`config.mk`:
```
export PLATFORM = sky130hd
export DESIGN_NAME = trcd_decoder
export DESIGN_NICKNAME = d
export VERILOG_FILES = /design/src/rtl/trcd_filter.v /design/src/rtl/trcd_decoder.v
export VERILOG_INCLUDE_DIRS = /design/src /design/src/rtl
export SDC_FILE = /design/constraint.sdc
export NUM_CORES = 1
export LEC_CHECK = 0
export ABC_AREA = 1
export BUFFER_PORTS_ARGS = -buffer_cell sky130_fd_sc_hd__buf_4
export CORE_UTILIZATION = 50
export CTS_CLUSTER_DIAMETER = 60
export CTS_CLUSTER_SIZE = 30
export DETAILED_ROUTE_END_ITERATION = 10
export PLACE_DENSITY = 0.69
export SLEW_MARGIN = 20
export SYNTH_ARGS = -nofsm -noshare
export SYNTH_HDL_FRONTEND = slang
export SYNTH_SLANG_ARGS = --single-unit
```
`constraint.sdc`:
```
create_clock -name core_clk -period 12.65 [get_ports core_clk]
set_input_delay 3.795 -clock core_clk [delete_from_list [all_inputs] [get_ports core_clk]]
set_output_delay 3.795 -clock core_clk [all_outputs]
set_load 0.01 [all_outputs]
```
`src/rtl/trcd_defs.vh`:
```
`ifndef TRCD_DEFS_VH
`define TRCD_DEFS_VH
`define TRCD_NUM_IN 6
`define TRCD_FSEL_W 6
`define TRCD_FILT_W 10
`define TRCD_MODE_W 2
`define TRCD_FN_NONE 6'h00
`define TRCD_FN_FWD 6'h01
`define TRCD_FN_REV 6'h02
`define TRCD_FN_3WIRE 6'h03
`define TRCD_FN_JOGF 6'h04
`define TRCD_FN_JOGR 6'h05
`define TRCD_FN_UP 6'h06
`define TRCD_FN_DOWN 6'h07
`define TRCD_FN_COAST 6'h08
`define TRCD_FN_FRESET 6'h09
`define TRCD_FN_PAUSE 6'h0A
`define TRCD_FN_EXTFLT 6'h0B
`define TRCD_FN_SPD0 6'h0C
`define TRCD_FN_SPD1 6'h0D
`define TRCD_FN_SPD2 6'h0E
`define TRCD_FN_SPD3 6'h0F
`define TRCD_FN_ACC0 6'h10
`define TRCD_FN_ACC1 6'h11
`define TRCD_FN_SRCSW 6'h12
`define TRCD_FN_UDCLR 6'h13
`define TRCD_FSEL_DEF1 6'h00
`define TRCD_FSEL_DEF2 6'h04
`define TRCD_FSEL_DEF3 6'h09
`define TRCD_FSEL_DEF4 6'h0C
`define TRCD_FSEL_DEF5 6'h0D
`define TRCD_FSEL_DEF6 6'h00
`define TRCD_MODE_2W1 2'h0
`define TRCD_MODE_2W2 2'h1
`define TRCD_MODE_3W1 2'h2
`define TRCD_MODE_3W2 2'h3
`define TRCD_CLK_HZ 25000000
`define TRCD_FILT_UNIT_US 1000
`define TRCD_TICK_CYC ((`TRCD_CLK_HZ / 1000000) * `TRCD_FILT_UNIT_US)
`define TRCD_TICK_W 15
`define TRCD_TICK_LAST 15'h61A7
`define TRCD_FILT_DEF_MS 10'h00A
`define TRCD_FILT_MAX 10'h3E8
`define TRCD_FN_MAX 6'h31
`define TRCD_PULSE_IN 4
`endif

```
`src/rtl/trcd_filter.v`:
```
`timescale 1ns/1ps
`default_nettype none
`include "trcd_defs.vh"
module trcd_filter (
  input wire core_clk,
  input wire rst,
  input wire tick,
  input wire [`TRCD_FILT_W-1:0] filt_ms,
  input wire raw,
  output reg level_r
);
  reg [`TRCD_FILT_W-1:0] cnt_r;
  always @(posedge core_clk or posedge rst)
  begin
    if (rst)
    begin
      level_r <= 1'b0;
      cnt_r <= {`TRCD_FILT_W{1'b0}};
    end
    else if (raw == level_r)
      cnt_r <= {`TRCD_FILT_W{1'b0}};
    // (RQ16) stable for filter time
    // one extra tick, so a partial first ms never counts as a whole one
    else if (filt_ms == {`TRCD_FILT_W{1'b0}} || (tick && cnt_r >= filt_ms))
    begin
      level_r <= raw;
      cnt_r <= {`TRCD_FILT_W{1'b0}};
    end
    else if (tick)
      cnt_r <= cnt_r + 1'b1;
  end
endmodule
`default_nettype wire

```
`src/rtl/trcd_decoder.v`:
```
// Contract
// (RQ1) five inputs, fifth also pulse capable; the code has six
// (RQ2) per-input selector 0..49, given defaults
// (RQ3) code zero does nothing
// (RQ4) codes 1,2 forward/backward run
// (RQ5) code 3 three-wire enable
// (RQ6) codes 4,5 jog forward/backward
// (RQ7) codes 6,7 up/down when digital source
// (RQ8) code 8 coast stop immediately
// (RQ9) code 9 fault reset
// (RQ10) code 10 pause, resume after release
// (RQ11) code 11 raises external fault
// (RQ12) codes 12..15 four-bit speed select
// (RQ13) codes 16,17 two-bit ramp select
// (RQ14) code 18 frequency source switchover
// (RQ15) code 19 clears up/down adjustment
// (RQ16) filter 0..1000 ms, default 10
// (RQ17) command method 0..3, default 0
// (RQ18) method 0: exclusive forward/backward
// (RQ19) method 1: enable plus direction
// (RQ20) method 2: enable, direction pulses start
// (RQ21) three-wire stops only on enable open
// (RQ22) configurer assigns code 3 for enable
// (RQ23) method 3: pulse starts, level direction
// (RQ24) latch run on edge, hold until enable
`timescale 1ns/1ps
`default_nettype none
`include "trcd_defs.vh"
module trcd_decoder (
  input wire core_clk,
  input wire rst,
  input wire [`TRCD_NUM_IN-1:0] multi_function_input,
  input wire [`TRCD_FSEL_W-1:0] input_one_function_select,
  input wire [`TRCD_FSEL_W-1:0] input_two_function_select,
  input wire [`TRCD_FSEL_W-1:0] input_three_function_select,
  input wire [`TRCD_FSEL_W-1:0] input_four_function_select,
  input wire [`TRCD_FSEL_W-1:0] input_five_function_select,
  input wire [`TRCD_FSEL_W-1:0] input_six_function_select,
  input wire sel_load,
  input wire [`TRCD_FILT_W-1:0] input_filter_time,
  input wire [`TRCD_MODE_W-1:0] command_method_select,
  input wire freq_src_digital,
  input wire freq_src_dual,
  output reg run_r,
  output reg dir_backward_r,
  output reg jog_forward_r,
  output reg jog_backward_r,
  output reg freq_up_r,
  output reg freq_down_r,
  output reg coast_stop_r,
  output reg fault_reset_r,
  output reg pause_r,
  output reg external_fault_code_r,
  output reg [3:0] speed_select_r,
  output reg [1:0] ramp_select_r,
  output reg freq_src_alt_r,
  output reg updown_clear_r,
  output reg pulse_capable_input_r,
  output reg [`TRCD_FILT_W-1:0] filter_time_r,
  output reg [`TRCD_MODE_W-1:0] method_r
);
  reg [`TRCD_FSEL_W*`TRCD_NUM_IN-1:0] fsel_r;
  reg [`TRCD_TICK_W-1:0] tick_cnt_r;
  reg tick_r;
  reg latch_r;
  reg latch_dir_r;
  reg fwd_d_r;
  reg rev_d_r;
  wire [`TRCD_NUM_IN-1:0] filt;
  wire [`TRCD_FSEL_W*`TRCD_NUM_IN-1:0] fsel_in;
  wire [`TRCD_FSEL_W*`TRCD_NUM_IN-1:0] fsel_ok;
  genvar g;
  assign fsel_in = {input_six_function_select, input_five_function_select,
    input_four_function_select, input_three_function_select,
    input_two_function_select, input_one_function_select};

  // (RQ2) codes above 49 are stored as no function
  generate
    for (g = 0; g < `TRCD_NUM_IN; g = g + 1)
    begin : g_fsel
      assign fsel_ok[g*`TRCD_FSEL_W +: `TRCD_FSEL_W] =
        (fsel_in[g*`TRCD_FSEL_W +: `TRCD_FSEL_W] > `TRCD_FN_MAX) ?
        `TRCD_FN_NONE : fsel_in[g*`TRCD_FSEL_W +: `TRCD_FSEL_W];
    end
  endgenerate

  // true if any filtered input carries function code fn
  // several terminals on one code are ored together
  function any_fn;
    input [`TRCD_FSEL_W*`TRCD_NUM_IN-1:0] sel;
    input [`TRCD_NUM_IN-1:0] lv;
    input [`TRCD_FSEL_W-1:0] fn;
    integer i;
    begin
      any_fn = 1'b0;
      for (i = 0; i < `TRCD_NUM_IN; i = i + 1)
        if (lv[i] && sel[i*`TRCD_FSEL_W +: `TRCD_FSEL_W] == fn)
          any_fn = 1'b1;
    end
  endfunction

  // methods 2 and 3 both run from the latched request
  function three_wire;
    input [`TRCD_MODE_W-1:0] m;
    begin
      three_wire = (m == `TRCD_MODE_3W1) || (m == `TRCD_MODE_3W2);
    end
  endfunction

  // settings move only on sel_load
  always @(posedge core_clk or posedge rst)
  begin
    if (rst)
    begin
      // (RQ2) reset defaults
      fsel_r <= {`TRCD_FSEL_DEF6, `TRCD_FSEL_DEF5, `TRCD_FSEL_DEF4,
        `TRCD_FSEL_DEF3, `TRCD_FSEL_DEF2, `TRCD_FSEL_DEF1};
      // (RQ16) default filter time
      filter_time_r <= `TRCD_FILT_DEF_MS;
      // (RQ17) default command method
      method_r <= `TRCD_MODE_2W1;
    end
    else if (sel_load)
    begin
      fsel_r <= fsel_ok;
      // out of range filter value clamps to max
      filter_time_r <= (input_filter_time > `TRCD_FILT_MAX) ? `TRCD_FILT_MAX : input_filter_time;
      method_r <= command_method_select;
    end
  end

  // millisecond tick for filter counting
  // one shared divider keeps the six filters in step
  always @(posedge core_clk or posedge rst)
  begin
    if (rst)
    begin
      tick_cnt_r <= {`TRCD_TICK_W{1'b0}};
      tick_r <= 1'b0;
    end
    else if (tick_cnt_r == `TRCD_TICK_LAST)
    begin
      tick_cnt_r <= {`TRCD_TICK_W{1'b0}};
      tick_r <= 1'b1;
    end
    else
    begin
      tick_cnt_r <= tick_cnt_r + 1'b1;
      tick_r <= 1'b0;
    end
  end

  // (RQ1) one filter per terminal
  generate
    for (g = 0; g < `TRCD_NUM_IN; g = g + 1)
    begin : g_filt
      trcd_filter u_filt (
        .core_clk(core_clk),
        .rst(rst),
        .tick(tick_r),
        .filt_ms(filter_time_r),
        .raw(multi_function_input[g]),
        .level_r(filt[g])
      );
    end
  endgenerate

  wire fwd_in = any_fn(fsel_r, filt, `TRCD_FN_FWD);
  wire rev_in = any_fn(fsel_r, filt, `TRCD_FN_REV);
  // (RQ5) three-wire enable terminal
  wire en3 = any_fn(fsel_r, filt, `TRCD_FN_3WIRE);
  wire fwd_rise = fwd_in & ~fwd_d_r;
  wire rev_rise = rev_in & ~rev_d_r;

  // three-wire run latch
  always @(posedge core_clk or posedge rst)
  begin
    if (rst)
    begin
      latch_r <= 1'b0;
      latch_dir_r <= 1'b0;
      fwd_d_r <= 1'b0;
      rev_d_r <= 1'b0;
    end
    else
    begin
      fwd_d_r <= fwd_in;
      rev_d_r <= rev_in;
      // (RQ21) stop only on enable open
      // leaving the three-wire methods also drops the latch
      if (!en3 || !three_wire(method_r))
        latch_r <= 1'b0;
      // (RQ20) direction pulses start
      // forward wins when both pulses land together
      else if (method_r == `TRCD_MODE_3W1 && (fwd_rise || rev_rise))
      begin
        latch_r <= 1'b1;
        latch_dir_r <= ~fwd_rise;
      end
      // (RQ24) latch on filtered edge
      else if (method_r == `TRCD_MODE_3W2 && fwd_rise)
        latch_r <= 1'b1;
    end
  end

  // run decoding per command method
  reg run_nxt;
  reg dir_nxt;
  always @*
  begin
    run_nxt = 1'b0;
    dir_nxt = 1'b0;
    case (method_r)
      // (RQ18) exclusive two-wire
      `TRCD_MODE_2W1:
      begin
        run_nxt = fwd_in ^ rev_in;
        dir_nxt = rev_in & ~fwd_in;
      end
      // (RQ19) enable plus direction
      `TRCD_MODE_2W2:
      begin
        run_nxt = fwd_in;
        dir_nxt = fwd_in & rev_in;
      end
      `TRCD_MODE_3W1:
      begin
        run_nxt = latch_r;
        dir_nxt = latch_dir_r;
      end
      // (RQ23) level selects direction
      `TRCD_MODE_3W2:
      begin
        run_nxt = latch_r;
        dir_nxt = rev_in;
      end
      default:
      begin
        run_nxt = 1'b0;
        dir_nxt = 1'b0;
      end
    endcase
  end

  // (RQ3) code zero never matched below
  always @(posedge core_clk or posedge rst)
  begin
    if (rst)
    begin
      run_r <= 1'b0;
      dir_backward_r <= 1'b0;
      jog_forward_r <= 1'b0;
      jog_backward_r <= 1'b0;
      freq_up_r <= 1'b0;
      freq_down_r <= 1'b0;
      coast_stop_r <= 1'b0;
      fault_reset_r <= 1'b0;
      pause_r <= 1'b0;
      external_fault_code_r <= 1'b0;
      speed_select_r <= 4'h0;
      ramp_select_r <= 2'h0;
      freq_src_alt_r <= 1'b0;
      updown_clear_r <= 1'b0;
      pulse_capable_input_r <= 1'b0;
    end
    else
    begin
      // (RQ4) run and direction
      run_r <= run_nxt;
      dir_backward_r <= dir_nxt;
      // (RQ6) jog while active
      jog_forward_r <= any_fn(fsel_r, filt, `TRCD_FN_JOGF);
      jog_backward_r <= any_fn(fsel_r, filt, `TRCD_FN_JOGR);
      // (RQ7) only with digital source
      freq_up_r <= freq_src_digital & any_fn(fsel_r, filt, `TRCD_FN_UP);
      freq_down_r <= freq_src_digital & any_fn(fsel_r, filt, `TRCD_FN_DOWN);
      // (RQ8) coast stop level
      coast_stop_r <= any_fn(fsel_r, filt, `TRCD_FN_COAST);
      // (RQ9) fault reset level
      fault_reset_r <= any_fn(fsel_r, filt, `TRCD_FN_FRESET);
      // (RQ10) pause while held; run state kept upstream
      pause_r <= any_fn(fsel_r, filt, `TRCD_FN_PAUSE);
      // (RQ11) external fault raise
      external_fault_code_r <= any_fn(fsel_r, filt, `TRCD_FN_EXTFLT);
      // (RQ12) four-bit speed select
      speed_select_r <= {any_fn(fsel_r, filt, `TRCD_FN_SPD3),
        any_fn(fsel_r, filt, `TRCD_FN_SPD2),
        any_fn(fsel_r, filt, `TRCD_FN_SPD1),
        any_fn(fsel_r, filt, `TRCD_FN_SPD0)};
      // (RQ13) two-bit ramp select
      ramp_select_r <= {any_fn(fsel_r, filt, `TRCD_FN_ACC1),
        any_fn(fsel_r, filt, `TRCD_FN_ACC0)};
      // (RQ14) switchover in dual mode
      freq_src_alt_r <= freq_src_dual & any_fn(fsel_r, filt, `TRCD_FN_SRCSW);
      // (RQ15) up/down clear
      updown_clear_r <= any_fn(fsel_r, filt, `TRCD_FN_UDCLR);
      // raw copy for pulse counting, no filter delay
      pulse_capable_input_r <= multi_function_input[`TRCD_PULSE_IN];
    end
  end
endmodule
`default_nettype wire

```
## Yosys cells after proc, flatten, opt, wreduce, memory -nomap -nowiden

Index checks and enable logic that the tools add are counted.

| word-level totals | value |
|---|---|
| bits in registers | 153 |
| bits of input ports | 59 |
| output and inout port bits | 31 |
| word-level logic and storage cells | 495 |

| cells by class | value |
|---|---|
| $add $sub $neg | 7 |
| $lt $le $gt $ge | 13 |
| eq/ne operators | 124 |
| muxes and demuxes | 146 |
| bitwise logic cells | 19 |
| reductions and logical operators | 150 |

Operators by type and width:

| operator | count |
|---|---|
| 6-bit by 4-bit equality test with 1-bit output (second input constant) | 48 |
| 10-bit two-way mux | 19 |
| 6-bit by 3-bit equality test with 1-bit output (second input constant) | 24 |
| 6-bit by 5-bit equality test with 1-bit output (second input constant) | 24 |
| 1-bit logical AND | 122 |
| 1-bit two-way mux | 118 |
| 6-bit by 2-bit equality test with 1-bit output (second input constant) | 12 |
| 10-bit by 1-bit adder with 10-bit output (second input constant) | 6 |
| 10-bit >= comparator | 6 |
| 6-bit by 1-bit equality test with 1-bit output (second input constant) | 6 |
| 6-bit > comparator (second input constant) | 6 |
| 6-bit two-way mux | 6 |
| 3-bit nonzero test | 7 |
| 15-bit by 1-bit adder with 15-bit output (second input constant) | 1 |
| 15-bit equality test (second input constant) | 1 |
| 15-bit two-way mux | 1 |
| 2-bit AND reduction | 7 |
| 1-bit inverter | 11 |
| 10-bit > comparator (second input constant) | 1 |
| 10-bit logical NOT | 1 |
| 1-bit logical OR | 9 |
| 1-bit bitwise AND | 7 |
| 1-bit equality test | 6 |
| 2-bit equality test (second input constant) | 2 |
| other kinds (7) | 8 |

## Depth between registers and ports, before layout

Gate-level depths: netlist (run 1).

| depth | value |
|---|---|
| depth in word-level cells | 13 |
| mapped depth | 13 |
| depth with buffers taken out | 13 |

## Hierarchy

Synthesis (run 1) repeated with hierarchy kept, for this count alone.

| second synthesis, totals | value |
|---|---|
| cells, all modules | 1305 |
| area, all modules | 10084.7 um2 |

By module, submodules not included:

| module | instances | cells each | area an instance (um2) | sequential area each (um2) |
|---|---|---|---|---|
| trcd_filter | 6 | 117 | 894.6 | 275.3 |
| trcd_decoder | 1 | 603 | 4717.0 | 2189.6 |

## Worst setup path before layout (run 1)

No wires, ideal clock.

| path | value |
|---|---|
| kind | in2reg |
| from | input multi_function_input[3] |
| to | register g_filt[3].u_filt.cnt_r[8] |
| library setup time | 0.122 ns |
| arrival | 4.470 ns |
| data required time | 12.528 ns |
| slack | 8.058 ns |
| stages | 6 |
| buffers on the path | 0 |
| cells stage by stage | xor2_2 -> nand2_2 -> inv_4 -> o21bai_1 -> nand2_1 -> nor2_1 |

| on the way | value |
|---|---|
| longest elaborated chain between the ends | 2 |
| elaborated cells on any way between the ends | 3 |
| classes of those cells | eq/ne: 1; mux: 1; reduce/logical: 1 |

RTL lines:

| element | line | source |
|---|---|---|
| start, declared | trcd_decoder.v:32 | `` input wire [`TRCD_NUM_IN-1:0] multi_function_input, `` |
| 1-bit equality test (*) | trcd_filter.v:20 | `else if (raw == level_r)` |
| 3-bit nonzero test (no source line) / 10-bit two-way mux (equally long branches) | -- |  |
| end signal, assigned | trcd_filter.v:18 | `` cnt_r <= {`TRCD_FILT_W{1'b0}}; `` |
| end signal, assigned | trcd_filter.v:21 | `` cnt_r <= {`TRCD_FILT_W{1'b0}}; `` |
| end signal, assigned | trcd_filter.v:27 | `` cnt_r <= {`TRCD_FILT_W{1'b0}}; `` |
| end, declared | trcd_filter.v:12 | `` reg [`TRCD_FILT_W-1:0] cnt_r; `` |

Mark *: on every way between the ends. The rest lies on a longest branch, timed or not.
A chain may end at the register's enable or synchronous reset.

## Worst setup path in the final report (run 1)

| path | value |
|---|---|
| from | register filter_time_r[0] |
| to | output filter_time_r[0] |

RTL lines:

| element | line | source |
|---|---|---|
| start, declared | trcd_decoder.v:59 | `` output reg [`TRCD_FILT_W-1:0] filter_time_r, `` |
| start signal, assigned | trcd_decoder.v:119 | `` filter_time_r <= `TRCD_FILT_DEF_MS; `` |
| start signal, assigned | trcd_decoder.v:127 | `` filter_time_r <= (input_filter_time > `TRCD_FILT_MAX) ? `TRCD_FILT_MAX : input_filter_time; `` |

No word-level cell between the ends.

==> results of run 1 <==
==> cell usage after synthesis (all sizes together) <==
| cell type | instances | area share (%) |
|---|---|---|
| xor2 | 34 | 3.0 |
| o311ai | 6 | 0.52 |
| nor3 | 33 | 1.7 |
| o22ai | 8 | 0.50 |
| xnor2 | 6 | 0.52 |
| o21ai | 70 | 3.5 |
| o32a | 1 | 0.099 |
| nor4 | 4 | 0.25 |
| a21oi | 39 | 1.9 |
| nor2 | 135 | 5.6 |
| nand3b | 3 | 0.22 |
| a41oi | 1 | 0.087 |
| ha | 68 | 8.4 |
| o211ai | 3 | 0.22 |
| or2 | 3 | 0.19 |
| a211oi | 3 | 0.22 |
| o21bai | 8 | 0.59 |
| clkbuf | 10 | 0.37 |
| a22o | 3 | 0.26 |
| nand3 | 113 | 5.8 |
| a21boi | 2 | 0.15 |
| buf | 12 | 0.93 |
| a221oi | 2 | 0.17 |
| o2111ai | 5 | 0.43 |
| nor3b | 4 | 0.45 |
| and3 | 1 | 0.062 |
| a22oi | 3 | 0.22 |
| clkinv | 1 | 0.049 |
| dfrtp | 143 | 35 |
| nand2 | 372 | 14 |
| a21o | 1 | 0.074 |
| dfstp | 10 | 2.6 |
| o21a | 6 | 0.45 |
| inv | 193 | 7.2 |
| nand4 | 56 | 3.5 |
| a31oi | 2 | 0.12 |
==> area by class of cell <==
type | count | area [µm²] | share of cell area (%)
clock buffer | 21 | 440 | 3.81
clock inverter | 9 | 126 | 1.09
inverter | 194 | 739 | 6.40
multi-input combinational | 995 | 5400 | 46.7
sequential | 153 | 3840 | 33.2
tap | 265 | 332 | 2.87
timing repair buffer | 90 | 676 | 5.85
==> layer usage <==
metal | vias up | track usage [%] | wire, µm
li1 | 4658 | - | -
met3 | 40 | 4.64 | 1590
met1 | 4327 | 37.5 | 12500
met4 | 0 | 9.25 | 592
met2 | 262 | 42.6 | 12000
met5 | - | 0 | 0
==> path summary, 6_finish.rpt <==
path	from	to	slack (ns)
max	filter_time_r[0]	filter_time_r[0]	7.59
min	latch_dir_r	latch_dir_r	0.49
max reg2reg	filter_time_r[7]	g_filt[5].u_filt.cnt_r[3]	10.18
min reg2reg	latch_dir_r	latch_dir_r	0.49
max in group asynchronous	rst	g_filt[0].u_filt.cnt_r[9]	7.76
min in group asynchronous	rst	run_r	3.53
==> flip-flops by register name (all words and copies together), names as in the netlist, 2 cells and up <==
register               count
speed_select_r             4
fsel_r                    36
ramp_select_r              2
filter_time_r             10
method_r                   2
g_filt.u_filt.level_r      6
g_filt.u_filt.cnt_r       60
tick_cnt_r                15
==> placed cells by master (no fill, tap or decap), types with 6 or more instances in the layout <==
cell type / netlist / final
nand2_2: 9 / 9
nor3_1: 32 / 32
xor2_1: 33 / 33
o21ai_1: 7 / 7
nand4_1: 55 / 55
nand3_1: 108 / 108
o21ai_0: 63 / 63
dfstp_2: 10 / 10
xnor2_1: 6 / 6
o21a_1: 6 / 6
ha_1: 68 / 68
nand2_1: 362 / 362
clkbuf_16: 0 / 17
buf_4: 4 / 90
nor2_2: 13 / 13
inv_1: 184 / 183
a21oi_1: 39 / 39
dfrtp_1: 143 / 143
nor2_1: 119 / 119
o22ai_1: 8 / 8
inv_2: 7 / 7
o21bai_1: 8 / 8
o311ai_0: 6 / 6
==> power breakdown <==
| group | internal [mW] | switching [mW] |
|---|---|---|
| clock | 0.307 | 0.203 |
| sequential | 0.518 | 0.0201 |
| combinational | 0.0695 | 0.144 |
==> per-stage QoR <==
| step | hold slack (ns) | setup WS [ns] | instance area, µm² | power, mW |
|---|---|---|---|---|
| 2_1_floorplan | 0.442 | 4.75 | 10100 | 0.672 |
| 3_3_place_gp | 0.471 | 7.23 | 11000 | 0.755 |
| 3_5_place_dp | 0.479 | 7.22 | 11000 | 0.759 |
| 4_1_cts | 0.491 | 7.57 | 11600 | 1.26 |
| 5_1_grt | 0.523 | 7.47 | 11600 | 1.32 |
| 6_report | 0.492 | 7.59 | 11600 | 1.26 |
==> cells by family (layout without fill, tap and decap cells) <==
family                   Yosys count  in the layout  share of synthesized area (%)
XOR/XNOR                          40             40                           3.54
adder cells (fa/ha/maj)           68             68                           8.42
AO/OA/AOI/OAI                    163            163                           9.52
buffers and inverters            216            314                           8.56
AND/OR/NAND/NOR                  724            724                           32.0
flip-flops                       153            153                           38.0
==> impl_metrics.toml, run 1 <==
[clock_tree]
cts.path.max_buffers = 2
hold_buffers = 0
cts_sinks = 153
tritoncts = "yes"
cts_inserted_buffers = 17
cts_root_buf = "clkbuf_16"
path_clk_slew_ns = 0.06
cts_setup_buffers = 0
cts_resized = 0
clk_latency_ns = 0.43
htreeDepth = 4

[logic_synthesis]
syn_area_um2 = 10100
ys_ff_latch = 153
yosys_warnings = 0
syn_inst = 1364
avgSynthCellArea_um2 = 7.41
ys_types = 52
ys_seq_area_share_pct = 38.0
syn_nets = 1491

[timing]
relSlewSlack_pct = 41.5
min_period_ns = 5.06
final-setup-viol-count = 0
finClkSkew_ns = 0.00672
setup_tns_ns = 0
rsz0062_at_grt = "false"
drv_slew = 0
worstMarginPinSlew_ns = 0.877
fmax_ghz = 0.198
fin_crit_sh_pct = 40.0
hold_viol = 0

[die]
io_pins = 90
rows = 51
die_width_um = 144
core_region_area_um2 = 19700
initial_utilization_pct = 51.4
fp.dieH_um = 144
die_area_um2 = 20800

[setup_path]
cp_slowest_stage_delay_ns = 0.63
critPathMaxFanout = 8
start_kind = "flip-flop"
reg2regPathDepth = 8
worstPathBufferInverterCount = 1
cp.arrival_ns = 1.26
cpLargestDelayFamily = "flip-flops"
path_class = "reg -> out"
cp_cell_sequence = "buf_4"
cp-end-kind = "output pin"
critPathSlowestCell = "dfrtp_1"
cp_num_cells = 1
cp_data_required_time_ns = 8.85

[detailed_routing]
wirelength_um = 26600
wire_per_inst_um = 15.4
vias = 9287
viasPerCell = 5.38
drc = 0
first_iter_violations = 700
drtAntennaViolNets = 0
first_pass_iters = 6

[min_path]
hold_path_class = "reg -> reg"
holdPathStages = 2

[placement]
dpl.cell_count = 1697
io_buffers = 89
place_hpwl_um = 19600
place.gp.congestion = 1.02

[global_routing]
grt_pass1_vias = 8450
grt_util_all_layers_pct = 27.0
antenna_found_initial = 0
grt_pass1_wl_um = 43100
grt_max_degree = 97
grt-ovfl-total = 0

[final_layout]
fin_util_pct = 58.8
instances_no_fill = 1727
n_antenna_cell = 0
nNetsFinal = 1578
drive_above_1_share_pct = 12.1
area.growth.synth_to_final_pct = 14.3
fillers = 1806

[run]
maxCapViolations = 0

[power_and_ir_drop]
p_per_area_nw_per_um2 = 109
vdd_drop_max_uv = 83.2
p_leak_nw = 6.04

[status]
status = "finished, final reports clean"
No activity file was read; power rests on OpenSTA's default activity.
==> run 2: changes to the inputs <==
clock period = 4.7 ns   (was 12.65 ns; I/O delays follow)
==> run 2 against run 1 <==
Against the previous run: via count up 0.90%; flip-flop and latch count stayed put; critical endpoint unchanged; critical path type unchanged; count of clock-buffer cells in the layout grew 4; largest cell class unchanged; critical path depth is the same; clock skew is 0.0032 ns higher; total power grew to 2.8 times the previous value; combinational power rose to 2.7 times the previous value; highest routed layer unchanged; non-clock buffer count is the same; sequential share of layout area shrank 0.23 points; die area unchanged; global-route usage hardly changed.
==> impl_metrics.toml, run 2 (synthesis results as in run 1) <==
[final_layout]
layout_common_cells = "362 x nand2_1, 183 x inv_1, 143 x dfrtp_1, 119 x nor2_1, 108 x nand3_1"
regMostFlops = "g_filt.u_filt.cnt_r"
n_antenna_cell = 0
instances_no_fill = 1729
layout_commonest_cell = "nand2_1"
area.growth.synth_to_final_pct = 15.1
largest_reg_flops = 60
fin_util_pct = 59.2
drive_above_1_share_pct = 12.2
nNetsFinal = 1578
top_regs = "g_filt.u_filt.cnt_r (60), fsel_r (36), tick_cnt_r (15)"

[setup_path]
cpLargestDelayFamily = "flip-flops"
r2r_slack_ns = 2.24
cp-end-kind = "output pin"
reg2regPathDepth = 8
r2r-start = "filter_time_r[4]"
start_kind = "flip-flop"
cp_cell_sequence = "buf_4"
r2r_end = "g_filt[3].u_filt.cnt_r[0]"
cp_data_required_time_ns = 3.29
path_class = "reg -> out"
critPathSlowestCell = "dfrtp_1"
cp.arrival_ns = 1.27
worstPathBufferInverterCount = 1
critPathMaxFanout = 8
cp_slowest_stage_delay_ns = 0.62

[detailed_routing]
first_pass_iters = 8
drc = 0
first_iter_violations = 753
viasPerCell = 5.42
drtAntennaViolNets = 0
wire_per_inst_um = 15.5
vias = 9371
wirelength_um = 26800

[timing]
worstMarginPinSlew_ns = 0.880
hold_ws_ns = 0.492
fin_crit_sh_pct = 56.9
relSlewSlack_pct = 41.4
min_period_ns = 2.68
fmax_ghz = 0.374
setup_tns_ns = 0
finClkSkew_ns = 0.00996
rsz0062_at_grt = "false"
final-setup-viol-count = 0
worst_slack_ns = 2.02
drv_slew = 0
hold_viol = 0

[power_and_ir_drop]
vdd_drop_max_uv = 290
p_leak_nw = 6.07
p_per_area_nw_per_um2 = 303

[clock_tree]
cts_root_buf = "clkbuf_16"
path_clk_slew_ns = 0.06
cts_inserted_buffers = 17
cts_setup_buffers = 0
cts_resized = 0
htreeDepth = 4
tritoncts = "yes"
clk_latency_ns = 0.44
cts.path.max_buffers = 2
hold_buffers = 0
cts_sinks = 153

[placement]
pre_cts_ws_ns = 1.81
io_buffers = 89
dpl.cell_count = 1697
place.gp.congestion = 0.995
place_hpwl_um = 19600

[die]
die_area_um2 = 20800
die_width_um = 144
core_region_area_um2 = 19700
initial_utilization_pct = 51.4
io_pins = 90
rows = 51
fp.dieH_um = 144

[global_routing]
antenna_found_initial = 0
grt_pass1_vias = 8538
grt_pass1_wl_um = 43100
grt-ovfl-total = 0
grt_max_degree = 154
grt_util_all_layers_pct = 27.1

[min_path]
holdPathStages = 2
hold_end = "latch_dir_r"
hold_path_class = "reg -> reg"
hp-start = "latch_dir_r"

[status]
status = "finished, final reports clean"

[run]
maxCapViolations = 0
[run 2: changes by cell type in the layout (fill, tap and decap cells not counted)]
cell        change
buf_12          +1
clkbuf_8        +4
buf_4           -1
bufinv_16       +1
inv_6           -1
clkinv_2        -3
clkinvlp_4      +1
[run 2: layer usage]
metal  GRT usage [%]  wire [µm]  vias to the layer above
met4            7.81        470                        0
met5               0          0                        -
met3            4.93       1590                       43
li1                -          -                     4668
met2            43.5      12500                      284
met1            37.2      12200                     4376
[run 2: metrics by stage]
step,total power [mW],instance area (µm²)
after floorplan,1.81,10100
after global placement,2.03,11000
after detailed placement,2.04,11000
after CTS,3.54,11600
after global routing,3.68,11600
final,3.53,11600
[run 2: area by class of cell]
class	count	area [µm²]
fill	1803	8020
multi-input combinational	995	5400
sequential	153	3840
inverter	194	738
timing repair buffer	90	688
clock buffer	25	495
tap	265	332
clock inverter	7	141
[run 2: worst max-delay path by stage]
| stage | startpoint | to | slack [ns] | cells after the start |
|---|---|---|---|---|
| 5_1_grt | filter_time_r[0] | filter_time_r[0] | 1.97 | 1 |
| 3_3_place_gp | multi_function_input[5] | g_filt[5].u_filt.cnt_r[6] | 1.81 | 6 |
| 3_5_place_dp | multi_function_input[5] | g_filt[5].u_filt.cnt_r[2] | 1.81 | 6 |
| 2_1_floorplan | rst | coast_stop_r | 1.37 | 1 |
| 6_report | filter_time_r[0] | filter_time_r[0] | 2.02 | 1 |
| 4_1_cts | filter_time_r[0] | filter_time_r[0] | 1.99 | 1 |
[run 2: power breakdown]
part | total, mW | leakage (nW) | switching (mW) | internal [mW]
Sequential | 1.45 | 1.99 | 0.0541 | 1.39
Combinational | 0.578 | 3.77 | 0.390 | 0.188
Clock | 1.50 | 0.308 | 0.554 | 0.946
==> run 3: changes to the inputs <==
clock period = 2.7 ns   (was 4.7 ns; I/O delays follow)
==> run 3 against run 2 <==
Against the previous run: die area is the same; combinational power increased by 76%; setup slack worse by 1.5 ns; sequential share of layout area shrank 0.19 points; via count grew 0.79%; critical endpoint is now g_filt[0].u_filt.cnt_r[7]; highest routed layer unchanged.
==> impl_metrics.toml, run 3 (synthesis results as in run 1) <==
[setup_path]
r2r_end = "g_filt[0].u_filt.cnt_r[7]"
cpMostUsedCell = "nand2_1"
cp_cell_sequence = "inv_1 -> nand4_1 -> nor2_4 -> nor2_8 -> inv_4 -> nor2_2 -> nand2_1 -> nand2_1"
critPathSlowestCell = "inv_4"
cp-end-kind = "flip-flop"
cp_data_required_time_ns = 3.02
cp_slowest_stage_delay_ns = 0.38
r2r-start = "filter_time_r[5]"
start_kind = "flip-flop"
critPathMaxFanout = 45
r2r_slack_ns = 0.56
cp.arrival_ns = 2.46
path_class = "reg -> reg"
cp-startpoint = "filter_time_r[5]"
reg2regPathDepth = 8
crit_end = "g_filt[0].u_filt.cnt_r[7]"

[placement]
place_hpwl_um = 20500
place.gp.congestion = 0.999
io_buffers = 89
pre_cts_ws_ns = 0.570
dpl.cell_count = 1711

[timing]
finClkSkew_ns = 0.0103
fmax_ghz = 0.467
relSlewSlack_pct = 52.7
setup_tns_ns = 0
rsz0062_at_grt = "false"
final-setup-viol-count = 0
drv_slew = 0
min_period_ns = 2.14
worstMarginPinSlew_ns = 0.705
hold_ws_ns = 0.375
fin_crit_sh_pct = 79.4
worst_slack_ns = 0.557
hold_viol = 0

[final_layout]
drive_above_1_share_pct = 13.2
regMostFlops = "g_filt.u_filt.cnt_r"
nNetsFinal = 1592
area.growth.synth_to_final_pct = 15.8
instances_no_fill = 1743
n_antenna_cell = 0
layout_commonest_cell = "nand2_1"
top_regs = "g_filt.u_filt.cnt_r (60), fsel_r (36), tick_cnt_r (15)"
layout_common_cells = "362 x nand2_1, 183 x inv_1, 143 x dfrtp_1, 119 x nor2_1, 108 x nand3_1"
largest_reg_flops = 60
fillers = 1870

[power_and_ir_drop]
p_sw_share_pct = 30.3
p_int_mw = 4.07
p_leak_nw = 6.10
pwr-share-seq_pct = 43.0
switchingPower_mw = 1.77
combPwrFrac_pct = 17.5
fin_total_pwr_mw = 5.85
p_per_area_nw_per_um2 = 499
vdd_drop_max_uv = 439
p_clk_share_pct = 39.5

[detailed_routing]
drc = 0
first_iter_violations = 749
wire_per_inst_um = 15.7
drtAntennaViolNets = 0
vias = 9445
first_pass_iters = 6
wirelength_um = 27300
viasPerCell = 5.42

[global_routing]
antenna_found_initial = 0
grt_pass1_wl_um = 44500
grt_max_degree = 46
grt_pass1_vias = 8762
grt_util_all_layers_pct = 27.8
grt-ovfl-total = 0

[clock_tree]
cts.path.max_buffers = 2
cts_resized = 0
cts_sinks = 153
hold_buffers = 0
htreeDepth = 4
path_clk_slew_ns = 0.07
cts_inserted_buffers = 17
tritoncts = "yes"
cts_root_buf = "clkbuf_16"
cts_setup_buffers = 0
clk_latency_ns = 0.44

[die]
initial_utilization_pct = 51.4
die_area_um2 = 20800
rows = 51
die_width_um = 144
io_pins = 90
fp.dieH_um = 144
core_region_area_um2 = 19700

[min_path]
hold_path_class = "in -> async"

[run]
maxCapViolations = 0

[status]
status = "finished, final reports clean"
==> run 3: layout make-up <==
type                            count  area (µm²)  area share (%)
Multi-Input combinational cell    995        5400            46.1
Sequential cell                   153        3840            32.8
Timing Repair Buffer              104         831            7.10
Inverter                          194         738            6.31
Clock buffer                       24         502            4.29
Tap cell                          265         332            2.83
Clock inverter                      8        61.3           0.524
==> run 3: metal layers <==
| metal | part of all wire, % | GRT usage (%) |
|---|---|---|
| met5 | 0 | 0 |
| met4 | 2.1 | 8.14 |
| met3 | 5.7 | 4.80 |
| met2 | 46 | 45.6 |
| met1 | 46 | 37.6 |
==> run 3: power by group through the flow <==
stage / logic, mW / clock network, mW / registers, mW
final: 1.02 / 2.31 / 2.52
after global routing: 1.15 / 2.42 / 2.53
after CTS: 1.02 / 2.34 / 2.51
after detailed placement: 1.01 / 0 / 2.56
after global placement: 1.01 / 0 / 2.55
after floorplan: 0.586 / 0 / 2.56
==> run 3: critical path: cells and delay by family, from the launching register on <==
family                 cells  cell delay, ns
buffers and inverters      2            0.73
flip-flops                 1            0.37
AND/OR/NAND/NOR            6            0.90
==> run 3: stage by stage <==
stage | instance area [µm²] | utilization [%]
4_1_cts | 11700 | 59.6
3_5_place_dp | 11100 | 56.7
6_report | 11700 | 59.6
3_3_place_gp | 11100 | 56.7
5_1_grt | 11700 | 59.6
2_1_floorplan | 10100 | -
==> run 3: worst min path at each step <==
stage                                 to  depth (start not counted)  slack, ns
6_report       g_filt[3].u_filt.cnt_r[7]                          2       0.37
5_1_grt        g_filt[3].u_filt.cnt_r[7]                          2       0.40
4_1_cts        g_filt[3].u_filt.cnt_r[7]                          2       0.38
3_5_place_dp                 latch_dir_r                          2       0.49
3_3_place_gp                 latch_dir_r                          2       0.48
2_1_floorplan                latch_dir_r                          2       0.44
